$ cat src/pkg/bt_exec_pkg.sv
package bt_exec_pkg;

	// opcode bytes decoded by the execution block
	localparam logic [7:0] OPC_JUMP_IF_BIT_SET = 8'h20;
	localparam logic [7:0] OPC_INDIRECT_JUMP = 8'h73;
	// no fixed code exists for the test-and-clear form; the top module takes it as a parameter
	localparam logic [7:0] OPC_BIT_SET_CLEAR_DEFAULT = 8'h10;

	// instruction lengths in bytes
	localparam logic [15:0] LEN_BIT_BRANCH = 16'h0003;
	localparam logic [15:0] LEN_INDIRECT = 16'h0001;

	// machine cycles per instruction
	localparam int unsigned CYCLES_BIT_BRANCH = 2;
	localparam int unsigned CYCLES_INDIRECT = 2;

	// values after reset
	localparam logic [15:0] PC_RESET = 16'h0000;
	localparam logic [7:0] BYTE_RESET = 8'h00;

	// value written into a bit by the clearing form
	localparam logic BIT_CLEARED = 1'b0;

	// one decoded instruction as handed over by fetch
	typedef struct packed {
		logic [7:0] opcode;
		logic [7:0] operand1; // bit address for bit branches
		logic [7:0] operand2; // signed displacement for bit branches
		logic [15:0] pc; // address of the opcode byte
	} instr_t;

	// bit-space access request
	typedef struct packed {
		logic [7:0] addr;
		logic from_latch; // read port bits from the output latch, not the pins
	} bit_req_t;

	typedef enum logic [1:0] {
		OP_NONE,
		OP_BIT_SET,
		OP_BIT_SET_CLEAR,
		OP_INDIRECT
	} op_t;

	typedef enum logic [1:0] {
		ST_IDLE,
		ST_EXEC
	} state_t;

endpackage

$ cat src/verilog/bit_test_and_indirect_branch_exec.sv
`timescale 1ns/1ps
`default_nettype none

// Operation
// - jump_if_bit_set branches to the computed target when the addressed bit is one, else falls through.
// - jump_if_bit_set is opcode 0x20 with bit address and displacement bytes, three bytes, two cycles.
// - both bit branches add the signed third byte to the program counter already advanced by three.
// - jump_if_bit_set never writes the tested bit and never touches a flag.
// - jump_if_bit_set_then_clear, on a one bit, branches and writes the bit to zero with no flag change.
// - jump_if_bit_set_then_clear, on a zero bit, issues no write and falls through.
// - jump_if_bit_set_then_clear reads a port bit from its output latch instead of the pin.
// - indirect_jump_acc_plus_pointer loads the program counter with zero-extended acc plus the pointer.
// - the indirect addition is a full 16-bit add that wraps and carries into the high byte.
// - the indirect jump leaves acc, the pointer and every flag untouched.
module bit_test_and_indirect_branch_exec #(
	parameter logic [7:0] CLEAR_OPCODE = bt_exec_pkg::OPC_BIT_SET_CLEAR_DEFAULT
) (
	input wire logic clk,
	input wire logic rst,
	input wire logic start,
	input wire bt_exec_pkg::instr_t instr,
	input wire logic [7:0] acc,
	input wire logic [15:0] sixteen_bit_data_pointer,
	input wire logic bit_rdata,
	output logic busy_ff,
	output logic bit_rd_ff,
	output bt_exec_pkg::bit_req_t bit_rd_req_ff,
	output logic bit_wr_ff,
	output logic [7:0] bit_wr_addr_ff,
	output logic bit_wr_data_ff,
	output logic done_ff,
	output logic pc_load_ff,
	output logic [15:0] pc_next_ff,
	output logic taken_ff,
	output logic unknown_op_ff
);

	bt_exec_pkg::state_t state_ff;
	bt_exec_pkg::state_t nxt_state;
	bt_exec_pkg::op_t op_ff;
	bt_exec_pkg::op_t nxt_op;
	logic [15:0] fall_pc_ff;
	logic [15:0] branch_pc_ff;
	logic [15:0] indirect_pc_ff;
	logic [7:0] bit_addr_ff;
	logic [15:0] nxt_fall_pc;
	logic [15:0] nxt_branch_pc;
	logic [15:0] rel_ext;
	logic [15:0] acc_ext;
	logic accept;
	logic finish;
	logic bit_one;

	// a new instruction is only taken while idle; fetch must hold off while busy
	assign accept = start && (state_ff == bt_exec_pkg::ST_IDLE);
	assign finish = (state_ff == bt_exec_pkg::ST_EXEC);
	assign bit_one = bit_rdata;

	// decode the opcode byte into one of the three handled forms
	always_comb begin
		nxt_op = bt_exec_pkg::OP_NONE;
		if (instr.opcode == bt_exec_pkg::OPC_JUMP_IF_BIT_SET) begin
			nxt_op = bt_exec_pkg::OP_BIT_SET;
		end else if (instr.opcode == CLEAR_OPCODE) begin
			nxt_op = bt_exec_pkg::OP_BIT_SET_CLEAR;
		end else if (instr.opcode == bt_exec_pkg::OPC_INDIRECT_JUMP) begin
			nxt_op = bt_exec_pkg::OP_INDIRECT;
		end
	end

	// sign extension of the displacement byte
	assign rel_ext = {{8{instr.operand2[7]}}, instr.operand2};

	// fall-through address: past the whole instruction
	always_comb begin
		nxt_fall_pc = instr.pc + bt_exec_pkg::LEN_BIT_BRANCH;
		// the indirect form never falls through, this only keeps the value tidy
		if (nxt_op == bt_exec_pkg::OP_INDIRECT) begin
			nxt_fall_pc = instr.pc + bt_exec_pkg::LEN_INDIRECT;
		end
	end

	// targets are formed at acceptance so the second cycle only selects between them
	// the sum wraps at 16 bits, so a branch near the top of memory lands at the bottom
	assign nxt_branch_pc = nxt_fall_pc + rel_ext;

	// zero extension of acc; the 16-bit sum wraps naturally and carries across bytes
	assign acc_ext = {8'h00, acc};

	// two-state sequencer: accept, then finish one machine cycle later
	always_comb begin
		nxt_state = state_ff;
		case (state_ff)
			bt_exec_pkg::ST_IDLE: begin
				if (start && (nxt_op != bt_exec_pkg::OP_NONE)) begin
					nxt_state = bt_exec_pkg::ST_EXEC;
				end
			end
			bt_exec_pkg::ST_EXEC: begin
				nxt_state = bt_exec_pkg::ST_IDLE;
			end
			default: begin
				nxt_state = bt_exec_pkg::ST_IDLE;
			end
		endcase
	end

	// state register
	always_ff @(posedge clk or posedge rst) begin
		if (rst) begin
			state_ff <= bt_exec_pkg::ST_IDLE;
		end else begin
			state_ff <= nxt_state;
		end
	end

	// busy mirrors the execute state so fetch can see the block is occupied
	always_ff @(posedge clk or posedge rst) begin
		if (rst) begin
			busy_ff <= 1'b0;
		end else begin
			busy_ff <= (nxt_state == bt_exec_pkg::ST_EXEC);
		end
	end

	// operation kind held through the execute cycle
	always_ff @(posedge clk or posedge rst) begin
		if (rst) begin
			op_ff <= bt_exec_pkg::OP_NONE;
		end else if (accept) begin
			op_ff <= nxt_op;
		end
	end

	// fall-through address captured at acceptance
	always_ff @(posedge clk or posedge rst) begin
		if (rst) begin
			fall_pc_ff <= bt_exec_pkg::PC_RESET;
		end else if (accept) begin
			fall_pc_ff <= nxt_fall_pc;
		end
	end

	// relative target captured at acceptance
	always_ff @(posedge clk or posedge rst) begin
		if (rst) begin
			branch_pc_ff <= bt_exec_pkg::PC_RESET;
		end else if (accept) begin
			branch_pc_ff <= nxt_branch_pc;
		end
	end

	// indirect target captured at acceptance
	always_ff @(posedge clk or posedge rst) begin
		if (rst) begin
			indirect_pc_ff <= bt_exec_pkg::PC_RESET;
		end else if (accept) begin
			// acc and pointer are only sampled, never written back
			indirect_pc_ff <= sixteen_bit_data_pointer + acc_ext;
		end
	end

	// bit address kept for the clearing write a cycle later
	always_ff @(posedge clk or posedge rst) begin
		if (rst) begin
			bit_addr_ff <= bt_exec_pkg::BYTE_RESET;
		end else if (accept) begin
			bit_addr_ff <= instr.operand1;
		end
	end

	// bit read strobe stands for the whole execute cycle; data is sampled at its end
	always_ff @(posedge clk or posedge rst) begin
		if (rst) begin
			bit_rd_ff <= 1'b0;
		end else begin
			bit_rd_ff <= accept && ((nxt_op == bt_exec_pkg::OP_BIT_SET) ||
				(nxt_op == bt_exec_pkg::OP_BIT_SET_CLEAR));
		end
	end

	// address and source of the read; zero outside the strobe so no stale address leaks
	always_ff @(posedge clk or posedge rst) begin
		if (rst) begin
			bit_rd_req_ff <= '0;
		end else if (accept && ((nxt_op == bt_exec_pkg::OP_BIT_SET) ||
				(nxt_op == bt_exec_pkg::OP_BIT_SET_CLEAR))) begin
			bit_rd_req_ff.addr <= instr.operand1;
			// read-modify-write form must see what the core drove, not the pin level
			bit_rd_req_ff.from_latch <= (nxt_op == bt_exec_pkg::OP_BIT_SET_CLEAR);
		end else begin
			bit_rd_req_ff <= '0;
		end
	end

	// clearing write only for the clear form and only when the bit was one
	always_ff @(posedge clk or posedge rst) begin
		if (rst) begin
			bit_wr_ff <= 1'b0;
		end else begin
			// the plain test form and a zero bit both leave the bit alone
			bit_wr_ff <= finish && (op_ff == bt_exec_pkg::OP_BIT_SET_CLEAR) &&
				bit_one;
		end
	end

	// write address valid with the strobe, zero otherwise
	always_ff @(posedge clk or posedge rst) begin
		if (rst) begin
			bit_wr_addr_ff <= bt_exec_pkg::BYTE_RESET;
		end else if (finish && (op_ff == bt_exec_pkg::OP_BIT_SET_CLEAR) && bit_one) begin
			bit_wr_addr_ff <= bit_addr_ff;
		end else begin
			bit_wr_addr_ff <= bt_exec_pkg::BYTE_RESET;
		end
	end

	// the clear form only ever writes zero
	always_ff @(posedge clk or posedge rst) begin
		if (rst) begin
			bit_wr_data_ff <= bt_exec_pkg::BIT_CLEARED;
		end else begin
			bit_wr_data_ff <= bt_exec_pkg::BIT_CLEARED;
		end
	end

	// program counter load pulses at the end of the second cycle
	always_ff @(posedge clk or posedge rst) begin
		if (rst) begin
			pc_load_ff <= 1'b0;
		end else begin
			pc_load_ff <= finish;
		end
	end

	// new program counter; holds its last value so a late reader still sees it
	always_ff @(posedge clk or posedge rst) begin
		if (rst) begin
			pc_next_ff <= bt_exec_pkg::PC_RESET;
		end else if (finish) begin
			case (op_ff)
				bt_exec_pkg::OP_BIT_SET,
				bt_exec_pkg::OP_BIT_SET_CLEAR: begin
					pc_next_ff <= bit_one ? branch_pc_ff : fall_pc_ff;
				end
				bt_exec_pkg::OP_INDIRECT: begin
					pc_next_ff <= indirect_pc_ff;
				end
				default: begin
					pc_next_ff <= fall_pc_ff;
				end
			endcase
		end
	end

	// branch outcome, valid with done and held until the next completion
	always_ff @(posedge clk or posedge rst) begin
		if (rst) begin
			taken_ff <= 1'b0;
		end else if (finish) begin
			case (op_ff)
				bt_exec_pkg::OP_BIT_SET,
				bt_exec_pkg::OP_BIT_SET_CLEAR: begin
					taken_ff <= bit_one;
				end
				bt_exec_pkg::OP_INDIRECT: begin
					// the indirect form always transfers control
					taken_ff <= 1'b1;
				end
				default: begin
					taken_ff <= 1'b0;
				end
			endcase
		end
	end

	// completion pulse, one cycle, together with the load
	always_ff @(posedge clk or posedge rst) begin
		if (rst) begin
			done_ff <= 1'b0;
		end else begin
			done_ff <= finish;
		end
	end

	// an unhandled opcode is refused and only reported, so fetch can trap it
	always_ff @(posedge clk or posedge rst) begin
		if (rst) begin
			unknown_op_ff <= 1'b0;
		end else begin
			unknown_op_ff <= accept && (nxt_op == bt_exec_pkg::OP_NONE);
		end
	end

endmodule // bit_test_and_indirect_branch_exec

`default_nettype wire

$ cat config.mk
export PLATFORM = sky130hd
export DESIGN_NAME = bit_test_and_indirect_branch_exec
export DESIGN_NICKNAME = d
export VERILOG_FILES = /design/src/pkg/bt_exec_pkg.sv /design/src/verilog/bit_test_and_indirect_branch_exec.sv
export SDC_FILE = /design/constraint.sdc
export NUM_CORES = 1
export LEC_CHECK = 0
export BUFFER_PORTS_ARGS = -buffer_cell sky130_fd_sc_hd__buf_2
export CAP_MARGIN = 25
export CORE_MARGIN = 2
export CORE_UTILIZATION = 40
export CTS_BUF_LIST = sky130_fd_sc_hd__clkbuf_16
export DETAILED_ROUTE_END_ITERATION = 7
export GPL_ROUTABILITY_DRIVEN = 0
export PLACE_DENSITY = 0.61
export SETUP_SLACK_MARGIN = 0.05
export SKIP_CTS_REPAIR_TIMING = 1
export SLEW_MARGIN = 20
export SYNTH_ARGS = -nofsm -noshare
export SYNTH_HDL_FRONTEND = slang
export SYNTH_SLANG_ARGS = --single-unit
$ cat constraint.sdc
create_clock -name clk -period 3.3 [get_ports clk]
set_input_delay 0.33 -clock clk [delete_from_list [all_inputs] [get_ports clk]]
set_output_delay 0.33 -clock clk [all_outputs]
set_load 0.02 [all_outputs]
==> Flow_metrics.wiki, run 1 <==
{| class="wikitable"
! Metric !! Value
|-
| Detailed-route wire length per cell || 16.0 µm
|-
| DRC marker count from the first detailed-route iteration || 248
|-
| Critical path's top delay family || simple AND/OR/NAND/NOR gates
|-
| Via-per-instance ratio || 5.26
|-
| Delay of the slowest critical-path stage || 510 ps
|-
| TritonCTS Buffers || 9
|-
| Commonest cells after routing, fill and taps aside || buf_2 (105), nand2_1 (104), dfrtp_1 (99)
|-
| Worst-path cell with the longest stage delay || or4_1
|-
| Share of post-route cells with drive strength above 1 || 34.0%
|-
| Die boundary width || 120 µm
|-
| CP Launch Type || input pin
|-
| CTS tree || built
|-
| Arrival time of the worst setup path || 3710 ps
|-
| Global routing usage on met2 || 33.6%
|-
| Clock latency reported for the late side of the worst-skew pair || 340 ps
|-
| Worst r2r dst || bit_rd_req_ff[7]
|-
| Path class of the lowest-slack min-delay path || in2async
|-
| Antenna diode instance count || 0
|-
| Worst vdd rail ir drop || 0.284 mV
|-
| Wire length of the first global-routing pass || 22,700 µm
|-
| DR vias || 4,678
|-
| Top fanout value on the critical path || 4
|-
| Power density over cell area || 452 nW/µm²
|-
| Dominant register cell in the synthesized netlist || dfrtp_1
|-
| Setup slack, reg-to-reg || 1290 ps
|-
| Final-layout worst hold slack || 54.8 ps
|-
| Worst setup slack after layout || -190 ps
|-
| Post-Place Cell Area || 6480 µm²
|-
| Placed cells || 866
|-
| Number of cells produced by synthesis || 557
|-
| Area inside the core boundary || 13,200 µm²
|-
| Static leakage || 3.55 nW
|-
| Cell breakdown of the critical path || buf_6 > or4_1 > nand2_1 > nand3_2 > inv_2 > ha_4 > inv_2 > ha_4 > a21o_1 > and4_4 > nand2_8 > xnor2_4 > ha_4 > a2111oi_4 > o21ai_2 > a221oi_4 > nor4b_2 > nand3b_1
|-
| Kind of critical path || in2reg
|-
| Layer carrying the most global-route usage || met2
|-
| Max-capacitance violation count || 0
|-
| DR pass1 iterations || 4
|-
| Total stage count of the critical path || 18
|-
| Port Buffers || 107
|-
| Number of warning messages in the yosys log || 0
|-
| Non-Filler Instances || 890
|-
| Total Negative Setup Slacks || -548 ps
|-
| Startpoint of the worst-slack reg-to-reg timing path || state_ff[0]
|-
| Outcome || finished, violations left
|-
| Cell area after layout || 7050 µm²
|-
| Hold violation count in the final report || 0
|-
| Final net count || 810
|-
| Endpoint required time on the critical path || 3520 ps
|-
| Clock edge transition at the registers on the reported setup and hold paths || 70 ps
|-
| Number of enable flip-flop cells after synthesis || 0
|-
| Critical Path Sink Type || flip-flop
|-
| Global routing met1 resource utilization || 26.6%
|-
| Cell mode on critical path || ha_4
|-
| Number of buffers on the longest clock path || 2
|-
| Slew @ Worst Pin || 979 ps
|-
| Pin count of the biggest net entering global routing || 51
|-
| Synthesis-to-layout area growth || 30.8%
|-
| Final worst path period need || 3490 ps
|-
| Highest attainable clock frequency || 0.287 GHz
|-
| Failing checks || negative setup slack
|-
| Share of synthesized registers carrying an async set or reset || 100%
|-
| Die area || 14,400 µm²
|-
| CTS H-tree depth || 3
|-
| Number of nets with antenna violations after routing || 0
|-
| Number of cells on the worst reg-to-reg path || 4
|-
| Grt ovf || 0
|-
| Post-detail-place hpwl || 10,300 µm
|-
| Detailed-route wire length || 14,300 µm
|-
| Register bit count reported by yosys || 99
|-
| Pre-CTS WS || -514 ps
|-
| Root Driver || clkbuf_16
|-
| Post-synth cell types || 63
|-
| Power consumption || 3.19 mW
|-
| Count of endpoints failing setup in the final report || 6
|-
| Post-detailed-route DRC marker count || 0
|-
| Initial antenna violation count || 0
|-
| Sum of buffers and inverters on the critical path || 3
|-
| Final core utilization || 53.4%
|-
| Share of the clock period used by the worst path after layout || 106%
|-
| Number of clock sinks || 99
|-
| Initial cell density of the core || 40.8%
|-
| Worst slew margin relative to its limit || 34.7%
|-
| Average cell area after synthesis || 9.67 µm²
|-
| GR met3 Demand/Resource || 3.52%
|-
| Number of global-route vias before repair || 4,528
|-
| Fin. max-slew vios || 0
|-
| Most common cell after layout, fill and taps aside || buf_2
|-
| Total I/O pin count || 109
|-
| RSZ-0062 raised after global routing || yes
|-
| Post-synthesis cell area || 5390 µm²
|-
| Die Y || 120 µm
|-
| Total routing usage reported by global routing || 19.9%
|-
| Skew final || 4.66 ps
|-
| Number of core rows || 42
|-
| Fraction of the yosys area taken by sequential cells || 46.0%
|}
[power by group]
group,switching (mW),internal (mW),total (mW),leakage (nW)
sequential,0.0811,1.35,1.43,1.27
combinational,0.371,0.314,0.685,2.13
clock,0.478,0.595,1.07,0.150
total,0.930,2.26,3.19,3.55
[registers in the layout, indices dropped and copies added, names as in the netlist]
register        flops
indirect_pc_ff     16
bit_wr_addr_ff      8
unknown_op_ff       1
taken_ff            1
bit_rd_req_ff       9
done_ff             1
branch_pc_ff       16
op_ff               2
bit_addr_ff         8
fall_pc_ff         16
busy_ff             1
pc_next_ff         16
bit_rd_ff           1
bit_wr_ff           1
state_ff            2
[cell usage after synthesis (14+ instances only)]
| cell | count | area (µm²) |
|---|---|---|
| clkbuf_1 | 19 | 71.3 |
| dfrtp_1 | 99 | 2480 |
| xor2_1 | 24 | 210 |
| ha_1 | 30 | 375 |
| inv_1 | 18 | 67.6 |
| o21ai_0 | 41 | 205 |
| xnor2_1 | 15 | 131 |
| and3_1 | 14 | 87.6 |
| a21oi_1 | 16 | 80.1 |
| nand2_1 | 107 | 402 |
| nor2_1 | 30 | 113 |
| a22oi_1 | 16 | 120 |
[layer usage]
metal  vias up  wire length (µm)
met3        26               700
met4         0               213
met5         -                 0
li1       2240                 -
met1      2260              6270
met2       152              7090
[logic make-up (layout without fill, tap and decap cells)]
| kind of cell | Yosys count | in the layout | synth area share (%) |
|---|---|---|---|
| adders and majority gates | 33 | 33 | 8.08 |
| other | 1 | 2 | 0.0696 |
| xor gates and xnor gates | 40 | 40 | 6.76 |
| muxes | 5 | 5 | 1.04 |
| DFF | 99 | 99 | 46.0 |
| AOI/OAI and AO/OA | 127 | 127 | 16.4 |
| and+or+nand+nor | 208 | 208 | 18.1 |
| buffers and inverters | 44 | 200 | 3.53 |
[worst max path at each step]
stage / startpoint / to / slack, ps
after floorplan: instr[32] / branch_pc_ff[14] / -140
after global placement: instr[32] / branch_pc_ff[12] / -410
after detailed placement: instr[32] / branch_pc_ff[12] / -510
after CTS: instr[32] / branch_pc_ff[12] / -170
after global routing: instr[32] / branch_pc_ff[12] / -310
final: instr[32] / branch_pc_ff[12] / -190
[area by class of cell]
class / instances / area [µm²]
clock buffers: 9 / 225
repair buffers: 166 / 995
inverters: 18 / 70.1
fillers: 1211 / 6140
multi-input cells: 415 / 2980
well taps: 176 / 220
clock inverters: 7 / 75.1
flip-flops and latches: 99 / 2480
Power figures use the tool's default switching activity.
==> inputs of run 2 (changes only) <==
--- a/config.mk
+++ b/config.mk
@@ -6,5 +6,5 @@
 export NUM_CORES = 1
 export LEC_CHECK = 0
-export BUFFER_PORTS_ARGS = -buffer_cell sky130_fd_sc_hd__buf_2
+export BUFFER_PORTS_ARGS = -buffer_cell sky130_fd_sc_hd__buf_4
 export CAP_MARGIN = 25
 export CORE_MARGIN = 2
@@ -13,4 +13,5 @@
 export DETAILED_ROUTE_END_ITERATION = 7
 export GPL_ROUTABILITY_DRIVEN = 0
+export MAX_ROUTING_LAYER = met4
 export PLACE_DENSITY = 0.61
 export SETUP_SLACK_MARGIN = 0.05
==> constraint.sdc (replaced) <==
create_clock -name clk -period 3.3 [get_ports clk]
set_input_delay 0.495 -clock clk [delete_from_list [all_inputs] [get_ports clk]]
set_output_delay 0.495 -clock clk [all_outputs]
set_load 0.02 [all_outputs]
==> Flow_metrics.wiki, run 2 (synthesis results as in run 1) <==
{| class="wikitable"
! Metric !! Value
|-
| Wire length on met3 || 640 µm (-8.6%)
|-
| Delay of the slowest critical-path stage || 530 ps (+20 ps)
|-
| Endpoint required time on the critical path || 3530 ps (about the same)
|-
| Final worst path period need || 3610 ps (+115 ps)
|-
| Cell breakdown of the critical path || buf_8 > or4_4 > nand2_2 > nand3_2 > inv_2 > ha_4 > inv_2 > ha_4 > a21o_1 > and4_4 > nand2_8 > xnor2_4 > ha_4 > a2111oi_4 > o21ai_4 > a221oi_4 > nor4b_1 > nand3b_1
|-
| Power density over cell area || 441 nW/µm² (-2.5%)
|-
| Highest attainable clock frequency || 0.277 GHz (-3.2%)
|-
| Commonest cells after routing, fill and taps aside || buf_4 (168), nand2_1 (105), dfrtp_1 (99)
|-
| CP Launch Type || input pin
|-
| Total routing usage reported by global routing || 20.5% (+0.64 points)
|-
| Outcome || finished, violations left
|-
| Antenna diode instance count || 0 (unchanged)
|-
| RSZ-0062 raised after global routing || yes
|-
| Die Y || 120 µm (unchanged)
|-
| Number of nets with antenna violations after routing || 0 (unchanged)
|-
| Kind of critical path || in2reg
|-
| Static leakage || 3.62 nW (+2.1%)
|-
| Share of the clock period used by the worst path after layout || 109% (+3.5 points)
|-
| Routed length on met2 || 6900 µm (-2.7%)
|-
| Startpoint of the worst-slack reg-to-reg timing path || state_ff[0]
|-
| Via-per-instance ratio || 5.08 (-3.3%)
|-
| Final-layout worst hold slack || 218 ps (+163 ps)
|-
| Number of inserted filler cells in the final layout || 1,205 (-0.50%)
|-
| Setup slack, reg-to-reg || 1330 ps (+40 ps)
|-
| DRC marker count from the first detailed-route iteration || 270 (+8.9%)
|-
| Die area || 14,400 µm² (unchanged)
|-
| Setup crit end || branch_pc_ff[12]
|-
| Total stage count of the critical path || 18 (unchanged)
|-
| Total I/O pin count || 109 (unchanged)
|-
| Number of global-route vias before repair || 4,537 (+0.20%)
|-
| Area inside the core boundary || 13,200 µm² (unchanged)
|-
| Synthesis-to-layout area growth || 36.4%
|-
| Total Negative Setup Slacks || -1670 ps (-1130 ps)
|-
| Initial cell density of the core || 40.8% (unchanged)
|-
| Sum of buffers and inverters on the critical path || 3 (unchanged)
|-
| Failing checks || negative setup slack
|-
| Final core utilization || 55.7% (+2.3 points)
|-
| Top fanout value on the critical path || 4 (unchanged)
|-
| Count of endpoints failing setup in the final report || 8 (+2)
|-
| Worst r2r dst || branch_pc_ff[14]
|-
| DR vias || 4,551 (-2.7%)
|-
| Worst slew margin relative to its limit || 44.1% (+9.3 points)
|-
| TritonCTS Buffers || 9 (unchanged)
|-
| Number of buffers on the longest clock path || 2 (unchanged)
|-
| Power consumption || 3.24 mW (+1.6%)
|-
| Wire length of the first global-routing pass || 22,500 µm (-1.0%)
|-
| Skew final || 5.19 ps (+0.523 ps)
|-
| Number of clock sinks || 99 (unchanged)
|-
| Multi-input gate area || 2960 µm² (-0.80%)
|-
| Critical Path Source || instr[32]
|-
| Initial antenna violation count || 0 (unchanged)
|-
| Die boundary width || 120 µm (unchanged)
|-
| Fin. max-slew vios || 0 (unchanged)
|-
| Post-detailed-route DRC marker count || 0 (unchanged)
|-
| Arrival time of the worst setup path || 3830 ps (+120 ps)
|-
| Most common cell after layout, fill and taps aside || buf_4
|-
| Grt ovf || 0 (unchanged)
|-
| Number of core rows || 42 (unchanged)
|-
| Uppermost routed layer || met4
|-
| Critical path's top delay family || simple AND/OR/NAND/NOR gates
|-
| Final net count || 815 (+0.62%)
|-
| Root Driver || clkbuf_16
|-
| Port Buffers || 107 (unchanged)
|-
| Cell mode on critical path || ha_4
|-
| Worst vdd rail ir drop || 0.313 mV (+10%)
|-
| DRT met1 WL || 6250 µm (-0.41%)
|-
| Worst-path cell with the longest stage delay || or4_4
|-
| Hold violation count in the final report || 0 (unchanged)
|-
| Number of cells on the worst reg-to-reg path || 4 (unchanged)
|-
| Detailed-route wire length per cell || 15.6 µm (-2.9%)
|-
| Detailed-route wire length || 13,900 µm (-2.3%)
|-
| Slew @ Worst Pin || 836 ps (-143 ps)
|-
| Worst setup slack after layout || -305 ps (-115 ps)
|-
| Clock latency reported for the late side of the worst-skew pair || 350 ps (about the same)
|-
| Sequential standard cell area || 2480 µm² (unchanged)
|-
| Share of post-route cells with drive strength above 1 || 33.2% (-0.79 points)
|-
| Post-detail-place hpwl || 10,400 µm (+1.2%)
|-
| CTS tree || built
|-
| Clock edge transition at the registers on the reported setup and hold paths || 70 ps (about the same)
|-
| Path class of the lowest-slack min-delay path || in2async
|-
| CTS H-tree depth || 3 (unchanged)
|-
| DR pass1 iterations || 4 (unchanged)
|-
| Max-capacitance violation count || 0 (unchanged)
|-
| Pin count of the biggest net entering global routing || 48 (-5.9%)
|-
| Critical Path Sink Type || flip-flop
|}
==> run 2: per-layer routing <==
layer	global-route usage (%)	vias to the layer above
met5	-	-
met1	26.5	2182
li1	-	2253
met4	6.10	0
met3	3.28	12
met2	33.5	104
==> run 2: worst min-delay path by stage <==
stage	cells after the start	end	slack (ps)
6_report	2	taken_ff	220
2_1_floorplan	2	bit_addr_ff[0]	440
3_3_place_gp	2	bit_addr_ff[4]	450
5_1_grt	2	indirect_pc_ff[0]	260
3_5_place_dp	2	bit_addr_ff[3]	450
4_1_cts	2	bit_wr_addr_ff[7]	230
==> run 2: area by class of cell <==
| class | count | share of cell area (%) |
|---|---|---|
| inverters | 18 | 0.954 |
| multi-input cells | 415 | 40.3 |
| well taps | 176 | 3.00 |
| clock inverters | 7 | 1.18 |
| repair buffers | 171 | 17.8 |
| clock buffers | 9 | 3.07 |
| flip-flops and latches | 99 | 33.7 |
==> run 2: per-stage QoR <==
step	cells	worst slack (ps)	cell area, µm²
after floorplan	558	-300	5460
final	895	-305	7350
after detailed placement	872	-706	6800
after CTS	888	-353	7120
after global placement	872	-555	6800
after global routing	895	-395	7350
==> run 2: power breakdown <==
part | switching (mW) | leakage [nW] | internal (mW)
Combinational | 0.365 | 2.20 | 0.347
Clock | 0.496 | 0.153 | 0.603
Sequential | 0.0809 | 1.27 | 1.35
